File: src/dpk_pkg.sv
/*
 * Constants shared by the debug port key access block: register indices,
 * field positions, reset values, key signatures and timing figures.
 * Assumes nothing of its surroundings; it holds definitions only.
 */
`default_nettype none

package dpk_pkg;

    // Register indices in the control/status space.
    localparam logic [3:0] REG_IF_REV = 4'h0;
    localparam logic [3:0] REG_ERR_SIG = 4'h1;
    localparam logic [3:0] REG_PHY_CTRL_A = 4'h2;
    localparam logic [3:0] REG_PHY_CTRL_B = 4'h3;
    localparam logic [3:0] REG_KEY_FLAGS = 4'h7;
    localparam logic [3:0] REG_RST_REQ = 4'h8;
    localparam logic [3:0] REG_CLK_SEL = 4'h9;
    localparam logic [3:0] REG_SYS_CTRL = 4'ha;
    localparam logic [3:0] REG_SYS_STATE = 4'hb;
    localparam logic [3:0] REG_MEM_CHECK = 4'hc;

    // Field positions.
    localparam int REV_LSB = 4;
    localparam int PHY_CONTROL_SECONDARY_DISABLE = 2;
    localparam int KEY_ERASE_BIT = 3;
    localparam int KEY_PROG_BIT = 4;
    localparam int KEY_ROW_BIT = 5;
    localparam int SYS_KEEP_CLK_BIT = 0;
    localparam int SYS_COMMIT_BIT = 1;
    localparam int ST_LOCK_BIT = 0;
    localparam int ST_ROW_BIT = 2;
    localparam int ST_PROG_BIT = 3;
    localparam int ST_SLEEP_BIT = 4;
    localparam int ST_RST_BIT = 5;

    // Masks of writable bits and reset values.
    localparam logic [7:0] PHY_CONTROL_PRIMARY_MASK = 8'hbf;
    localparam logic [7:0] PHY_CONTROL_SECONDARY_MASK = 8'h1c;
    localparam logic [7:0] CLK_SEL_MASK = 8'h03;
    localparam logic [7:0] ZERO_BYTE = 8'h00;
    localparam logic [7:0] RST_RELEASE = 8'h00;
    localparam logic [7:0] SYS_CTRL_RESET = 8'h01;

    // Key signatures, shifted in least significant byte first.
    localparam logic [63:0] KEY_FULL_ERASE = 64'h4e564d4572617365;
    localparam logic [63:0] KEY_PROGRAM = 64'h4e564d50726f6720;
    localparam logic [63:0] KEY_CONFIG_ROW = 64'h4e564d5573267465;
    localparam logic [3:0] KEY_BYTES = 4'h8;

    // Information block sizes in bytes.
    localparam logic [4:0] INFO_FULL_BYTES = 5'h10;
    localparam logic [4:0] INFO_FAMILY_BYTES = 5'h08;

    // Row update window in RAM byte addresses.
    localparam int ROW_BYTES = 32;

    // Brown-out detector active field forced during erase.
    localparam logic [1:0] BOD_ACTIVE_ON = 2'h1;

    // Guard time base in port clock cycles, halved per step; last code is off.
    localparam logic [7:0] GUARD_BASE = 8'h80;
    localparam logic [2:0] GUARD_OFF = 3'h7;

endpackage

`default_nettype wire

File: src/dpk_key_access.sv
/*
 * Access layer of a one-wire debug port: key entry and matching, readout of
 * the system information block, reset request sequencing, lock gating of the
 * system bus, configuration row update window, sync edge event and sleep view.
 * Assumes the link layer in front decodes frames and hands over byte strobes
 * and control/status accesses on ref_clk; lock, sleep and memory controller
 * status arrive from the system domain and are synchronised here.
 */
// What this block does
// - Information block readable at any time
// - Sixteen bytes full block, eight family only
// - Fixed byte layout of information block
// - Full erase key recognised, LSB first
// - Programming and row keys recognised
// - Key order free; erase keeps programming key
// - Erase key unconditional, cleared by disable/reset
// - Programming needs unlock, ends when done
// - Row key needs lock, cleared by write
// - Locked: system bus blocked, status allowed
// - Brown-out detector forced on during erase
// - Row mode writes only first 32 bytes
// - Commit bit starts copy; flag clears after
// - Row mode refuses SRAM read-back
// - Event on every sync rising edge
// - Port keeps running during sleep
// - Sleeping flag set in idle or deeper
// - Keep-clock bit defaults one, emulates sleep
// - Reset code asserts reset until zero written
// - Info block replaces key bytes, 64-bit keys
// - No key reply; block after guard time
`timescale 1ns/100ps
`default_nettype none

module dpk_key_access #(
    parameter logic [3:0] IF_REVISION = 4'h1,
    parameter logic [7:0] RESET_CODE = 8'h59,
    parameter logic [55:0] FAMILY_IDENTIFIER = 56'h464d4c59303031,
    parameter logic [23:0] MEM_CTRL_VERSION = 24'h503a31,
    parameter logic [23:0] DEBUG_VERSION = 24'h443a30,
    parameter logic [7:0] DEBUG_OSC_FREQ = 8'h33
)
(
    input wire logic ref_clk,
    input wire logic rstn,
    input wire logic cs_write,
    input wire logic cs_read,
    input wire logic [3:0] cs_addr,
    input wire logic [7:0] cs_wdata,
    output logic [7:0] cs_rdata,
    input wire logic key_instr,
    input wire logic key_info_select,
    input wire logic key_info_full,
    input wire logic key_byte_valid,
    input wire logic [7:0] key_byte,
    output logic info_valid,
    output logic [7:0] info_data,
    input wire logic info_ready,
    input wire logic [2:0] link_error,
    input wire logic link_error_set,
    input wire logic sync_rise,
    output logic sync_event,
    input wire logic bus_req,
    input wire logic bus_write,
    input wire logic [15:0] bus_addr,
    output logic bus_grant,
    input wire logic lock_in,
    input wire logic sleep_in,
    input wire logic erase_done_in,
    input wire logic row_copy_done_in,
    input wire logic [2:0] mem_check_in,
    output logic system_reset,
    output logic erase_start,
    output logic [1:0] brownout_detector_active,
    output logic brownout_force,
    output logic row_copy_start,
    output logic keep_clock_on,
    output logic port_disabled,
    output logic [7:0] phy_control_a,
    output logic [1:0] clock_select
);

    // Synchronisers for the system domain levels.
    logic [3:0] sys_meta_reg;
    logic [3:0] sys_sync_reg;
    wire logic lock_flag = sys_sync_reg[0];
    wire logic sleeping_flag = sys_sync_reg[1];
    wire logic erase_done = sys_sync_reg[2];
    wire logic copy_done = sys_sync_reg[3];
    logic [2:0] check_meta_reg;
    logic [2:0] check_sync_reg;

    // Register state.
    logic [2:0] err_sig_reg;
    logic [7:0] ctrl_a_reg;
    logic [7:0] ctrl_b_reg;
    logic full_erase_key_flag_reg;
    logic programming_key_flag_reg;
    logic config_row_key_flag_reg;
    logic sys_reset_reg;
    logic [1:0] clk_sel_reg;
    logic keep_clock_reg;
    logic erase_busy_reg;
    logic prog_active_reg;
    logic config_row_prog_active_reg;
    logic copy_busy_reg;
    logic copy_start_reg;
    logic erase_start_reg;

    // Key shifter and information block stream.
    logic [63:0] key_shift_reg;
    logic [3:0] key_count_reg;
    logic info_busy_reg;
    logic [4:0] info_idx_reg;
    logic [4:0] info_len_reg;
    logic [7:0] guard_reg;
    logic [7:0] info_data_reg;
    logic sync_event_reg;
    logic [7:0] rdata_reg;

    // Register decode.
    wire logic wr_ctrl_a = cs_write && cs_addr == dpk_pkg::REG_PHY_CTRL_A;
    wire logic wr_ctrl_b = cs_write && cs_addr == dpk_pkg::REG_PHY_CTRL_B;
    wire logic wr_key = cs_write && cs_addr == dpk_pkg::REG_KEY_FLAGS;
    wire logic wr_rst = cs_write && cs_addr == dpk_pkg::REG_RST_REQ;
    wire logic wr_clk = cs_write && cs_addr == dpk_pkg::REG_CLK_SEL;
    wire logic wr_sys = cs_write && cs_addr == dpk_pkg::REG_SYS_CTRL;
    wire logic rd_err = cs_read && cs_addr == dpk_pkg::REG_ERR_SIG;
    wire logic disable_write = wr_ctrl_b && cs_wdata[dpk_pkg::PHY_CONTROL_SECONDARY_DISABLE];
    wire logic port_clear = !rstn || disable_write;

    // Reset request: the code asserts, zero releases, anything else keeps state.
    wire logic rst_assert = wr_rst && cs_wdata == RESET_CODE;
    wire logic rst_release = wr_rst && cs_wdata == dpk_pkg::RST_RELEASE;
    wire logic rst_fall = sys_reset_reg && rst_release;

    // Key completion and matching; an information request takes the bytes.
    wire logic key_take = key_byte_valid && !info_busy_reg;
    wire logic key_last = key_take && key_count_reg == dpk_pkg::KEY_BYTES - 4'h1;
    wire logic [63:0] key_word = {key_byte, key_shift_reg[63:8]};
    wire logic hit_erase = key_last && key_word == dpk_pkg::KEY_FULL_ERASE;
    wire logic hit_prog = key_last && key_word == dpk_pkg::KEY_PROGRAM;
    wire logic hit_row = key_last && key_word == dpk_pkg::KEY_CONFIG_ROW;

    // Information block layout, byte 0 in the low bits.
    wire logic [127:0] info_block = {DEBUG_OSC_FREQ, dpk_pkg::ZERO_BYTE, DEBUG_VERSION,
                                     MEM_CTRL_VERSION, dpk_pkg::ZERO_BYTE, FAMILY_IDENTIFIER};
    wire logic info_start = key_instr && key_info_select;
    wire logic [4:0] info_len_next = key_info_full ? dpk_pkg::INFO_FULL_BYTES
                                                   : dpk_pkg::INFO_FAMILY_BYTES;
    wire logic [2:0] guard_code = ctrl_a_reg[2:0];
    wire logic [7:0] guard_load = guard_code == dpk_pkg::GUARD_OFF ? dpk_pkg::ZERO_BYTE
                                                                  : dpk_pkg::GUARD_BASE >> guard_code;
    wire logic info_fire = info_valid && info_ready;
    wire logic info_end = info_fire && info_idx_reg == info_len_reg - 5'h01;

    // Operation modes entered when the system reset is released.
    wire logic prog_enter = rst_fall && programming_key_flag_reg && !lock_flag;
    wire logic row_enter = rst_fall && config_row_key_flag_reg && lock_flag;
    wire logic prog_done = prog_active_reg && rst_assert;
    wire logic commit_write = wr_sys && cs_wdata[dpk_pkg::SYS_COMMIT_BIT] && config_row_prog_active_reg;

    // System bus gating by lock, row window and sleep.
    wire logic bus_awake = !sleeping_flag || keep_clock_reg;
    wire logic row_window = bus_write && bus_addr < 16'(dpk_pkg::ROW_BYTES);
    wire logic row_grant = config_row_prog_active_reg && row_window;
    assign bus_grant = bus_req && bus_awake && !sys_reset_reg && (!lock_flag || row_grant);

    // Status word.
    wire logic [7:0] sys_state = (8'(sys_reset_reg) << dpk_pkg::ST_RST_BIT)
                               | (8'(sleeping_flag) << dpk_pkg::ST_SLEEP_BIT)
                               | (8'(prog_active_reg) << dpk_pkg::ST_PROG_BIT)
                               | (8'(config_row_prog_active_reg) << dpk_pkg::ST_ROW_BIT)
                               | (8'(lock_flag) << dpk_pkg::ST_LOCK_BIT);
    wire logic [7:0] key_flags = (8'(config_row_key_flag_reg) << dpk_pkg::KEY_ROW_BIT)
                               | (8'(programming_key_flag_reg) << dpk_pkg::KEY_PROG_BIT)
                               | (8'(full_erase_key_flag_reg) << dpk_pkg::KEY_ERASE_BIT);

    // Read data selection; unmapped and reserved offsets read zero.
    logic [7:0] rdata_next;
    always_comb
    begin
        unique case (cs_addr)
            dpk_pkg::REG_IF_REV: rdata_next = 8'(IF_REVISION) << dpk_pkg::REV_LSB;
            dpk_pkg::REG_ERR_SIG: rdata_next = {5'h00, err_sig_reg};
            dpk_pkg::REG_PHY_CTRL_A: rdata_next = ctrl_a_reg;
            dpk_pkg::REG_PHY_CTRL_B: rdata_next = ctrl_b_reg;
            dpk_pkg::REG_KEY_FLAGS: rdata_next = key_flags;
            dpk_pkg::REG_RST_REQ: rdata_next = sys_reset_reg ? RESET_CODE : dpk_pkg::ZERO_BYTE;
            dpk_pkg::REG_CLK_SEL: rdata_next = {6'h00, clk_sel_reg};
            dpk_pkg::REG_SYS_CTRL: rdata_next = {7'h00, keep_clock_reg};
            dpk_pkg::REG_SYS_STATE: rdata_next = sys_state;
            dpk_pkg::REG_MEM_CHECK: rdata_next = {5'h00, check_sync_reg};
            default: rdata_next = dpk_pkg::ZERO_BYTE;
        endcase
    end

    // Two-stage synchronisers; the first stage feeds only the second.
    always_ff @(posedge ref_clk)
    begin
        if (!rstn)
        begin
            sys_meta_reg <= 4'h0;
            sys_sync_reg <= 4'h0;
            check_meta_reg <= 3'h0;
            check_sync_reg <= 3'h0;
        end
        else
        begin
            sys_meta_reg <= {row_copy_done_in, erase_done_in, sleep_in, lock_in};
            sys_sync_reg <= sys_meta_reg;
            check_meta_reg <= mem_check_in;
            check_sync_reg <= check_meta_reg;
        end
    end

    // Port configuration; a disable write clears it and the keys.
    always_ff @(posedge ref_clk)
    begin
        if (port_clear)
        begin
            ctrl_a_reg <= dpk_pkg::ZERO_BYTE;
            ctrl_b_reg <= {5'h00, disable_write, 2'h0};
            clk_sel_reg <= 2'h0;
            keep_clock_reg <= dpk_pkg::SYS_CTRL_RESET[dpk_pkg::SYS_KEEP_CLK_BIT];
            rdata_reg <= dpk_pkg::ZERO_BYTE;
        end
        else
        begin
            rdata_reg <= cs_read ? rdata_next : rdata_reg;
            if (wr_ctrl_a)
                ctrl_a_reg <= cs_wdata & dpk_pkg::PHY_CONTROL_PRIMARY_MASK;
            if (wr_ctrl_b)
                ctrl_b_reg <= cs_wdata & dpk_pkg::PHY_CONTROL_SECONDARY_MASK;
            if (wr_clk)
                clk_sel_reg <= cs_wdata[1:0] & dpk_pkg::CLK_SEL_MASK[1:0];
            if (wr_sys)
                keep_clock_reg <= cs_wdata[dpk_pkg::SYS_KEEP_CLK_BIT];
        end
    end

    // Error signature: a new error wins over the clearing read.
    always_ff @(posedge ref_clk)
    begin
        if (port_clear)
            err_sig_reg <= 3'h0;
        else if (link_error_set)
            err_sig_reg <= link_error;
        else if (rd_err)
            err_sig_reg <= 3'h0;
    end

    // Key shifter counts eight bytes, then starts over.
    always_ff @(posedge ref_clk)
    begin
        if (port_clear || (key_instr && !key_info_select))
        begin
            key_shift_reg <= 64'h0;
            key_count_reg <= 4'h0;
        end
        else if (key_take)
        begin
            key_shift_reg <= key_word;
            key_count_reg <= key_last ? 4'h0 : key_count_reg + 4'h1;
        end
    end

    // Key flags; no key clears another and none sends a reply.
    always_ff @(posedge ref_clk)
    begin
        if (port_clear)
        begin
            full_erase_key_flag_reg <= 1'b0;
            programming_key_flag_reg <= 1'b0;
            config_row_key_flag_reg <= 1'b0;
        end
        else
        begin
            if (hit_erase)
                full_erase_key_flag_reg <= 1'b1;
            if (hit_prog)
                programming_key_flag_reg <= 1'b1;
            else if (prog_done)
                programming_key_flag_reg <= 1'b0;
            if (hit_row)
                config_row_key_flag_reg <= 1'b1;
            else if (wr_key && cs_wdata[dpk_pkg::KEY_ROW_BIT])
                config_row_key_flag_reg <= 1'b0;
        end
    end

    // System reset request and the modes that hang on its release.
    always_ff @(posedge ref_clk)
    begin
        if (port_clear)
        begin
            sys_reset_reg <= 1'b0;
            prog_active_reg <= 1'b0;
            erase_busy_reg <= 1'b0;
            erase_start_reg <= 1'b0;
        end
        else
        begin
            if (rst_assert)
                sys_reset_reg <= 1'b1;
            else if (rst_release)
                sys_reset_reg <= 1'b0;
            erase_start_reg <= rst_assert && full_erase_key_flag_reg && !erase_busy_reg;
            if (erase_start_reg)
                erase_busy_reg <= 1'b1;
            else if (erase_busy_reg && erase_done)
                erase_busy_reg <= 1'b0;
            if (prog_enter)
                prog_active_reg <= 1'b1;
            else if (prog_done)
                prog_active_reg <= 1'b0;
        end
    end

    // Row update: copy completion brings the flag back to zero; row entry wins over it.
    always_ff @(posedge ref_clk)
    begin
        if (port_clear)
        begin
            config_row_prog_active_reg <= 1'b0;
            copy_busy_reg <= 1'b0;
            copy_start_reg <= 1'b0;
        end
        else
        begin
            copy_start_reg <= commit_write && !copy_busy_reg;
            if (copy_start_reg)
                copy_busy_reg <= 1'b1;
            else if (copy_busy_reg && copy_done)
                copy_busy_reg <= 1'b0;
            if (row_enter)
                config_row_prog_active_reg <= 1'b1;
            else if (copy_busy_reg && copy_done)
                config_row_prog_active_reg <= 1'b0;
        end
    end

    // Information block stream after the guard time.
    always_ff @(posedge ref_clk)
    begin
        if (port_clear)
        begin
            info_busy_reg <= 1'b0;
            info_idx_reg <= 5'h00;
            info_len_reg <= dpk_pkg::INFO_FAMILY_BYTES;
            guard_reg <= dpk_pkg::ZERO_BYTE;
            info_data_reg <= dpk_pkg::ZERO_BYTE;
        end
        else if (info_start)
        begin
            info_busy_reg <= 1'b1;
            info_idx_reg <= 5'h00;
            info_len_reg <= info_len_next;
            guard_reg <= guard_load;
            info_data_reg <= info_block[7:0];
        end
        else if (info_busy_reg)
        begin
            if (guard_reg != dpk_pkg::ZERO_BYTE)
                guard_reg <= guard_reg - 8'h01;
            if (info_end)
                info_busy_reg <= 1'b0;
            else if (info_fire)
            begin
                info_idx_reg <= info_idx_reg + 5'h01;
                info_data_reg <= info_block[8 * (info_idx_reg[3:0] + 4'h1) +: 8];
            end
        end
    end

    // Sync edge event, one cycle per edge, never masked.
    always_ff @(posedge ref_clk)
    begin
        if (!rstn)
            sync_event_reg <= 1'b0;
        else
            sync_event_reg <= sync_rise;
    end

    // Outputs.
    assign info_valid = info_busy_reg && guard_reg == dpk_pkg::ZERO_BYTE;
    assign info_data = info_data_reg;
    assign sync_event = sync_event_reg;
    assign cs_rdata = rdata_reg;
    assign system_reset = sys_reset_reg;
    assign erase_start = erase_start_reg;
    assign brownout_force = erase_busy_reg;
    assign brownout_detector_active = erase_busy_reg ? dpk_pkg::BOD_ACTIVE_ON : 2'h0;
    assign row_copy_start = copy_start_reg;
    assign keep_clock_on = keep_clock_reg;
    assign port_disabled = ctrl_b_reg[dpk_pkg::PHY_CONTROL_SECONDARY_DISABLE];
    assign phy_control_a = ctrl_a_reg;
    assign clock_select = clk_sel_reg;

    // Checks on the guarded behaviour.
    locked_bus_block_a: assert property (@(posedge ref_clk) disable iff (!rstn)
        bus_grant && lock_flag |-> config_row_prog_active_reg && bus_write)
        else $error("bus granted on a locked part outside the row window");
    row_window_limit_a: assert property (@(posedge ref_clk) disable iff (!rstn)
        bus_grant && lock_flag |-> bus_addr < 16'h0020)
        else $error("row write granted outside the first 32 bytes");
    reset_hold_a: assert property (@(posedge ref_clk) disable iff (!rstn)
        rst_assert && !disable_write |=> system_reset throughout (!$past(rst_release))[*1])
        else $error("reset code did not assert system reset");
    reset_release_a: assert property (@(posedge ref_clk) disable iff (!rstn)
        system_reset && !cs_write ##1 !cs_write |-> system_reset)
        else $error("system reset dropped without a zero write");
    erase_key_kept_a: assert property (@(posedge ref_clk) disable iff (!rstn)
        full_erase_key_flag_reg && !disable_write |=> full_erase_key_flag_reg)
        else $error("erase key flag lost without port clear");
    prog_kept_a: assert property (@(posedge ref_clk) disable iff (!rstn)
        hit_erase && programming_key_flag_reg && !prog_done && !disable_write |=> programming_key_flag_reg)
        else $error("programming key cleared by erase key");
    bod_forced_a: assert property (@(posedge ref_clk) disable iff (!rstn)
        erase_start |=> brownout_force && brownout_detector_active == 2'h1)
        else $error("brown-out detector not forced during erase");
    sync_event_a: assert property (@(posedge ref_clk) disable iff (!rstn)
        sync_rise |=> sync_event)
        else $error("sync edge produced no event");
    info_guard_a: assert property (@(posedge ref_clk) disable iff (!rstn)
        info_start && guard_code != dpk_pkg::GUARD_OFF |=> !info_valid [*2])
        else $error("information byte sent inside the guard time");
    info_first_a: assert property (@(posedge ref_clk) disable iff (!rstn)
        info_start |=> info_data == FAMILY_IDENTIFIER[7:0])
        else $error("information block does not open with the family byte");
    sleep_flag_a: assert property (@(posedge ref_clk) disable iff (!rstn)
        cs_read && cs_addr == dpk_pkg::REG_SYS_STATE |=> cs_rdata[dpk_pkg::ST_SLEEP_BIT] == $past(sleeping_flag))
        else $error("sleeping flag not shown");

endmodule

`default_nettype wire

File: config.mk
export PLATFORM = sky130hd
export DESIGN_NAME = dpk_key_access
export DESIGN_NICKNAME = d
export VERILOG_FILES = /design/src/dpk_pkg.sv /design/src/dpk_key_access.sv
export SDC_FILE = /design/constraint.sdc
export NUM_CORES = 1
export LEC_CHECK = 0
export BUFFER_PORTS_ARGS = -buffer_cell sky130_fd_sc_hd__buf_2
export CAP_MARGIN = 20
export CORE_MARGIN = 10
export CORE_UTILIZATION = 50
export DETAILED_ROUTE_END_ITERATION = 8
export MAX_ROUTING_LAYER = met4
export PLACE_DENSITY_LB_ADDON = 0.2
export SETUP_SLACK_MARGIN = 0.02
export SYNTH_ARGS = -nofsm -noshare
export SYNTH_HDL_FRONTEND = slang
export SYNTH_SLANG_ARGS = --single-unit
File: constraint.sdc
create_clock -name ref_clk -period 3.9 [get_ports ref_clk]
set_clock_uncertainty 0.15 [all_clocks]
set_input_delay 0.195 -clock ref_clk [delete_from_list [all_inputs] [get_ports ref_clk]]
set_output_delay 0.195 -clock ref_clk [all_outputs]
set_load 0.01 [all_outputs]
**After elaboration in Yosys (flattened, before gate mapping)**

Cells that the tools add are included.

- Flip-flop bits (word level): 144
- Output and inout port bits: 37

- Add/sub/neg operators: 5
- $lt $le $gt $ge: 1
- Eq/ne operators: 17
- Shift operators: 2
- Muxes and demuxes: 32
- Bitwise logic cells: 7
- Reductions and logical operators: 71

Operators with widths:

| cell | number |
|---|---|
| == test 64 x 63 -> 1 bit, second input constant | 3 |
| indexed part select 128 x 9 -> 8 bit, first input constant | 1 |
| case mux 8 bit (10 select lines) | 1 |
| logical AND 1 bit | 39 |
| two-way mux 8 bit | 4 |
| two-way mux 6 bit | 4 |
| nonzero test 2 bit | 12 |
| == test 4 bit, second input constant | 5 |
| zero test 8 bit | 2 |
| less-than comparator 16 x 6 -> 1 bit, second input constant | 1 |
| two-way mux 1 bit | 16 |
| two-way mux 3 bit | 4 |
| OR 6 x 4 -> 6 bit | 2 |
| OR 6 x 5 -> 6 bit | 2 |
| == test 4 x 2 -> 1 bit, second input constant | 2 |
| == test 4 x 3 -> 1 bit, second input constant | 2 |
| == test 8 x 7 -> 1 bit, second input constant | 1 |
| zero test 1 bit | 8 |
| nonzero test 8 bit | 1 |
| >> shifter 8 x 3 -> 8 bit, first input constant | 1 |
| subtractor 8 x 1 -> 8 bit, second input constant | 1 |
| two-way mux 7 bit | 1 |
| OR 6 x 1 -> 6 bit | 1 |
| OR 6 x 3 -> 6 bit | 1 |
| other kinds (16) | 20 |

**Depth between registers and ports, before layout**

Gate-level depths: netlist of the first run.

- Depth after elaboration: 7
- Depth in mapped cells: 8

**Worst setup path after synthesis of the first run**

No wires, ideal clock.

- Kind: register to register
- Start: register guard_reg[2]
- End: register info_data_reg[1], in the netlist info_data[1]
- Library setup time: 0.122 ns
- Arrival time: 1.911 ns
- Data required time: 3.628 ns
- Slack: 1.717 ns
- Stages on the path, launching flop included: 8
- Path buffers: 2
- Period minus slack after synthesis: 2.183 ns
- Cells stage by stage: dfxtp_1 or4_1 buf_2 nor4_4 nand3_2 buf_2 a311oi_1 nor3_1

- Word-level cells in the longest chain between the ends: 6

Ends and longest elaborated chain:

| what | RTL line | RTL |
|---|---|---|
| start, declared | dpk_key_access.sv:115 | `logic [7:0] guard_reg;` |
| start signal, assigned | dpk_key_access.sv:350 | `guard_reg <= dpk_pkg::ZERO_BYTE;` |
| start signal, assigned | dpk_key_access.sv:358 | `guard_reg <= guard_load;` |
| start signal, assigned | dpk_key_access.sv:364 | `guard_reg <= guard_reg - 8'h01;` |
| zero test 8 bit (*) | dpk_key_access.sv:385 | `assign info_valid = info_busy_reg && guard_reg == dpk_pkg::ZERO_BYTE;` |
| logical AND 1 bit (*) | dpk_key_access.sv:385 |  |
| logical AND 1 bit (*) | dpk_key_access.sv:153 | `wire logic info_fire = info_valid && info_ready;` |
| logical AND 1 bit | dpk_key_access.sv:154 | `wire logic info_end = info_fire && info_idx_reg == info_len_reg - 5'h01;` |
| inverter 1 bit (no line) | n/a |  |
| AND reduction 3 bit (no line) (*) | n/a |  |
| end signal, assigned | dpk_key_access.sv:351 | `info_data_reg <= dpk_pkg::ZERO_BYTE;` |
| end signal, assigned | dpk_key_access.sv:359 | `info_data_reg <= info_block[7:0];` |
| end signal, assigned | dpk_key_access.sv:370 | `info_data_reg <= info_block[8 * (info_idx_reg[3:0] + 4'h1) +: 8];` |
| end, declared | dpk_key_access.sv:116 | `logic [7:0] info_data_reg;` |

Every way passes the cells marked *; elsewhere a longest branch is shown, timed or not.
A chain may end at the register's enable or synchronous reset.

**Worst setup path in the final report of the first run**

- Start: register guard_reg[2]
- End: register info_data_reg[0], in the netlist info_data[0]

- Word-level cells in the longest chain between the ends: 6
- Elaborated cells on any way between the ends: 7
- Those cells by class: eq/ne (1); reduce/logical (6)

Ends and longest elaborated chain:

| what | RTL line |
|---|---|
| zero test 8 bit (*) | dpk_key_access.sv:385 |
| logical AND 1 bit (*) | dpk_key_access.sv:385 |
| logical AND 1 bit (*) | dpk_key_access.sv:153 |
| logical AND 1 bit | dpk_key_access.sv:154 |
| inequality test 2 bit (no line) | n/a |
| AND reduction 3 bit (no line) (*) | n/a |

Marks and branches as above.

==> summary.md, run 1 <==
| Metric | Value |
|---|---|
| Initial antenna violation count | `2` |
| Multi-input combinational cell area | `2900 um^2` |
| Final Cycle Share | `66.9%` |
| Synth warnings | `0` |
| Static Leak | `2.74 nW` |
| Area grow syn2layout | `25.6%` |
| FP Rows | `39` |
| Synthesized netlist cell count | `696` |
| I/O pins | `96` |
| Final core utilization | `63.8%` |
| Total wire length | `15.0 mm` |
| Period minus WS final | `2.61 ns` |
| Nets | `868` |
| Fmax | `383 MHz` |
| Worst Path Arrival | `2.80 ns` |
| R2R depth | `5` |
| R2R Setup Slk | `1.29 ns` |
| Worst reg2reg startpoint | `guard_reg[2]` |
| Clock sinks | `132` |
| Worst setup SP type | `register` |
| Peak supply drop | `0.393 mV` |
| Inserted Clock Buffers | `17` |
| Resize count post-CTS | `0` |
| Required @ worst endpoint | `4.10 ns` |
| Final setup TNS | `0 ns` |
| First-pass GRT wire length | `24.7 mm` |
| Clock transition at path regs | `0.06 ns` |
| Vias in the first global route | `5099` |
| Gpl congestion | `0.915` |
| Critical path type | `register to register` |
| Starting Density | `50.8%` |
| CTS tree | `done` |
| Setup violations, final | `0` |
| Clk buf depth | `2` |
| Worst hold path depth | `2` |
| TritonRoute pass-1 iters | `5` |
| GRT Overall Usage | `19.0%` |
| Max-slew violations | `0` |
| Die area | `16200 um^2` |
| Start point of the worst hold path | `rstn` |
| Reg area | `2650 um^2` |
| H-tree levels | `4` |
| Wire length per cell | `15.7 um` |
| Slew margin rel. | `56.7%` |
| Area of the mapped netlist | `5750 um^2` |
| Async SR Flop Fraction | `0%` |
| Core region area | `11300 um^2` |
| Largest net degree at the start of global routing | `60` |
| Hold Crit Class | `input pin to register` |
| Status | `finished clean` |
| Seq/Total Area, Yosys | `46.1%` |
| Crit path max fanout | `15` |
| Port bufs | `87` |
| Number of synthesized register bits | `132` |
| Worst Setup End Kind | `register` |
| Most frequent cells in the layout | `nand2_1, dfxtp_1, a21oi_1` |
| Main synth FF type | `dfxtp_1` |
| Most common cell after layout, fill and taps aside | `nand2_1` |
| Max cap viols | `0` |
| Hold endpoint | `sys_sync_reg[3]` |
| Die Span X | `127 um` |
| RSZ-0062 raised after global routing | `false` |
| Max FFs per register | `56` |
| GR Overflow Total | `0` |
| Mean Syn Cell Area | `8.26 um^2` |
| Clock latency at the later pin of the worst-skew pair | `0.42 ns` |
| PD cells | `464 nW/um^2` |
| DR iter-0 viols | `437` |
| Remaining DRCs | `0` |
| Post-synth EDFFs | `1` |
| Count of unique library cells instantiated by Yosys | `55` |
| Post-route ant nets | `0` |
| Final Hold Vio Count | `0` |
| Vias/cell | `5.57` |
| Fraction of layout cells with a size suffix above 1 | `16.6%` |
| Layout fillers | `1004` |
| Slew at the pin closest to its max-slew limit | `0.643 ns` |
| CTS Root Cell | `clkbuf_16` |
| DP HPWL | `10.2 mm` |
| Via Count | `5332` |
| Die H | `127 um` |
| Critical R2R Capture | `info_data[0]` |
==> critical path: stages, from the launching register on <==
cell	delay [ns]
dfxtp_1	0.35
or4_1	0.69
nor4_4	0.37
nand3_2	0.37
or3_1	0.46
a31oi_1	0.15
==> cells by family after synthesis <==
logic type / count (synthesis) / synth area share (%)
xor+xnor: 7 / 1.07
fa+ha+maj: 9 / 1.96
flops: 132 / 46.1
mux: 26 / 4.61
other cells: 1 / 0.0652
compound gates: 146 / 14.4
simple gates: 318 / 27.7
buf+inv: 57 / 4.03
==> how the worst max path moves through the flow <==
stage | start | to | slack (ns) | cells after the start
after floorplan | guard_reg[2] | info_data[1] | 1.72 | 7
after global placement | guard_reg[2] | info_data[0] | 1.38 | 5
after detailed placement | guard_reg[2] | info_data[0] | 1.33 | 5
after CTS | guard_reg[2] | info_data[0] | 1.30 | 5
after global routing | guard_reg[2] | info_idx_reg[4] | 1.18 | 5
final | guard_reg[2] | info_data[0] | 1.29 | 5
==> layout make-up <==
cell class / count / share of cell area, %
repair buffers: 125 / 11.1
diodes: 2 / 0.0693
inverters: 15 / 0.779
flip-flops and latches: 132 / 36.7
clock buffers: 18 / 6.08
well taps: 143 / 2.48
multi-input cells: 509 / 40.2
clock inverters: 14 / 2.63
==> synth_stat cells, drive strengths merged (8+ instances only) <==
master	instances	area, um^2
nand2b	10	62.6
nor3b	8	60.1
mux2i	22	220
o21ai	19	95.1
ha	9	113
nand4	12	75.1
nor3	13	65.1
a31oi	9	56.3
inv	15	56.3
dfxtp	131	2620
nand2	147	552
nor2	37	139
and2	19	119
nand3	18	95.1
clkbuf	33	124
a21oi	88	440
nand4b	9	78.8
nor4	11	83.8
buf	9	51.3
==> per-layer routing <==
metal	track usage, %	share of wire [%]	routed length, um	vias up
met5	-	0	0	-
met4	8.10	2.4	368	0
met3	4.92	5.5	827	34
met2	30.1	48	7190	169
met1	22.4	44	6660	2481
li1	-	-	-	2648
==> per-stage QoR <==
step | total power, mW | cells | worst slack [ns] | hold slack (ns) | instance area, um^2
finish | 3.35 | 958 | 1.29 | 0.0276 | 7220
global route | 3.47 | 958 | 1.18 | 0.0462 | 7220
CTS | 3.38 | 956 | 1.30 | 0.0138 | 7220
detailed placement | 1.68 | 892 | 1.33 | 0.255 | 6270
global placement | 1.67 | 892 | 1.38 | 0.249 | 6270
floorplan | 1.59 | 698 | 1.72 | 0.167 | 5760
==> repair_timing <==
item	in CTS	in global routing
hold endpoints to repair	41	0
buffers inserted	0	0
setup endpoints to repair	0	0
hold buffers	32	0
==> report_power, final <==
group          internal [mW]  switching, mW
Sequential              1.38         0.0238
Clock                   1.04          0.633
Combinational          0.109          0.162
Total                   2.53          0.819
Power figures use the tool's default switching activity.
==> inputs of run 2 (changes only) <==
==> constraint.sdc (replaced) <==
create_clock -name ref_clk -period 2.6 [get_ports ref_clk]
set_clock_uncertainty 0.15 [all_clocks]
set_input_delay 0.13 -clock ref_clk [delete_from_list [all_inputs] [get_ports ref_clk]]
set_output_delay 0.13 -clock ref_clk [all_outputs]
set_load 0.01 [all_outputs]
==> summary.md, run 2 (synthesized netlist as in run 1, its figures left out) <==
| Metric | Value |
|---|---|
| Largest net degree at the start of global routing | `42` |
| Count of non-filler cells in the finished layout | `974` |
| Worst setup SP type | `register` |
| Status | `finished clean` |
| Worst reg2reg startpoint | `guard_reg[2]` |
| Final core utilization | `65.4%` |
| I/O pins | `96` |
| Worst setup path startpoint | `guard_reg[2]` |
| Remaining DRCs | `0` |
| Reg area | `2650 um^2` |
| # diodes | `0` |
| Max cap viols | `0` |
| Switching power | `1.19 mW` |
| Starting Density | `50.8%` |
| Max FFs per register | `56` |
| Vias/cell | `5.55` |
| Comb power frac | `8.8%` |
| GR Overflow Total | `0` |
| Worst Setup End Kind | `register` |
| Post-route ant nets | `0` |
| Die Span X | `127 um` |
| Final Cycle Share | `92.9%` |
| Crit path to | `info_data[0]` |
| Final setup TNS | `0 ns` |
| TritonRoute pass-1 iters | `5` |
| Post-CTS Setup Repair Bufs | `0` |
| Layout fillers | `946` |
| Die H | `127 um` |
| FP Rows | `39` |
| Area grow syn2layout | `28.8%` |
| Vias in the first global route | `5186` |
| Nets | `886` |
| Gpl congestion | `0.895` |
| DP HPWL | `10.5 mm` |
| CTS tree | `done` |
| Placed Instances | `900` |
| Die area | `16200 um^2` |
| Port bufs | `87` |
| Peak supply drop | `0.708 mV` |
| Required @ worst endpoint | `2.79 ns` |
| Most frequent cells in the layout | `nand2_1, dfxtp_1, a21oi_1` |
| Slew at the pin closest to its max-slew limit | `0.694 ns` |
| Clock transition at path regs | `0.06 ns` |
| Flop pwr share | `42.1%` |
| Fmax | `414 MHz` |
| Max-slew violations | `0` |
| RSZ-0062 raised after global routing | `false` |
| GRT Overall Usage | `19.3%` |
| Core region area | `11300 um^2` |
| Sw Ratio | `23.8%` |
| Setup violations, final | `0` |
| Crit path max fanout | `12` |
| Period minus WS final | `2.41 ns` |
| Critical R2R Capture | `info_data[0]` |
| Via Count | `5410` |
| R2R depth | `5` |
| Total wire length | `15.2 mm` |
| Fraction of layout cells with a size suffix above 1 | `17.1%` |
| R2R Setup Slk | `0.19 ns` |
| Final Hold Vio Count | `0` |
| H-tree levels | `4` |
| Hold Crit Class | `input pin to register` |
| Clk buf depth | `2` |
| Static Leak | `2.83 nW` |
| Inserted Clock Buffers | `17` |
| Worst Path Arrival | `2.60 ns` |
| Clock sinks | `132` |
| Slew margin rel. | `53.6%` |
| DR iter-0 viols | `600` |
| Clock latency at the later pin of the worst-skew pair | `0.41 ns` |
| Clock share of power | `49.1%` |
| Wire length per cell | `15.6 um` |
| Critical path type | `register to register` |
| Pint | `3.81 mW` |
| Most common cell after layout, fill and taps aside | `nand2_1` |
| CTS Root Cell | `clkbuf_16` |
| First-pass GRT wire length | `25.2 mm` |
| PD cells | `676 nW/um^2` |
| Multi-input combinational cell area | `2910 um^2` |
| Initial antenna violation count | `0` |
==> run 2: cell types whose count changed in the layout (fill, tap and decap cells not counted) <==
cell and change:
clkinv_2 +1, dlygate4sd3_1 +10, buf_4 +5, diode_2 -2, buf_12 +3, inv_8 -2, clkinvlp_4 +1, clkbuf_1 +1
inv_4 +1, clkinv_4 -2, nand3_4 +1, nand3_2 -1
==> run 2: per-stage QoR <==
stage	total power, mW	instance area [um^2]	hold WS (ns)	setup slack, ns
floorplan	2.38	5760	0.102	0.417
global placement	2.52	6370	0.184	0.219
detailed placement	2.53	6370	0.188	0.139
CTS	5.04	7400	0.0377	0.118
global route	5.18	7410	0.0772	0.0672
finish	5.01	7410	0.0483	0.185
==> run 2: worst min-delay path by stage <==
stage                        startpoint           endpoint  slack (ns)  depth (start not counted)
after floorplan                    rstn  check_meta_reg[2]        0.10                          1
after global placement          lock_in    sys_meta_reg[0]        0.18                          2
after detailed placement  erase_done_in    sys_meta_reg[2]        0.19                          2
after CTS                   cs_wdata[6]       system_reset        0.04                          5
after global routing        cs_wdata[6]        erase_start        0.08                          5
final                       cs_wdata[6]       system_reset        0.05                          5
==> run 2: worst max-delay path, cell delays in order, from the launching register on <==
cell and delay (ns):
dfxtp_1 0.34, or4_1 0.67, nor4_4 0.41, nand3_4 0.21
or3_1 0.40, a31oi_1 0.17
==> run 2: layout make-up <==
type	instances	share of cell area, %
Clock buffer	19	5.98
Clock inverter	13	2.28
Inverter	15	0.760
Multi-Input combinational cell	509	39.3
Sequential cell	132	35.8
Tap cell	143	2.42
Timing Repair Buffer	143	13.5
==> run 2: routing by layer <==
metal / up-vias / global-route usage (%) / wire, um
met2: 156 / 30.8 / 7400
met1: 2554 / 22.7 / 6770
met4: 0 / 6.50 / 148
met5: - / - / 0
met3: 15 / 5.71 / 903
li1: 2685 / - / -
==> run 2: timing repair <==
action	in CTS	in global routing
hold buffers	42	0
endpoints found under the hold margin	56	0
resized for setup	0	1
endpoints found under the setup margin	0	1
==> run 2: power by group through the flow <==
stage | sequential (mW) | combinational (mW) | clock (mW)
after floorplan | 2.15 | 0.236 | 0
after global placement | 2.15 | 0.373 | 0
after detailed placement | 2.15 | 0.382 | 0
after CTS | 2.11 | 0.434 | 2.50
after global routing | 2.11 | 0.484 | 2.58
final | 2.11 | 0.440 | 2.46
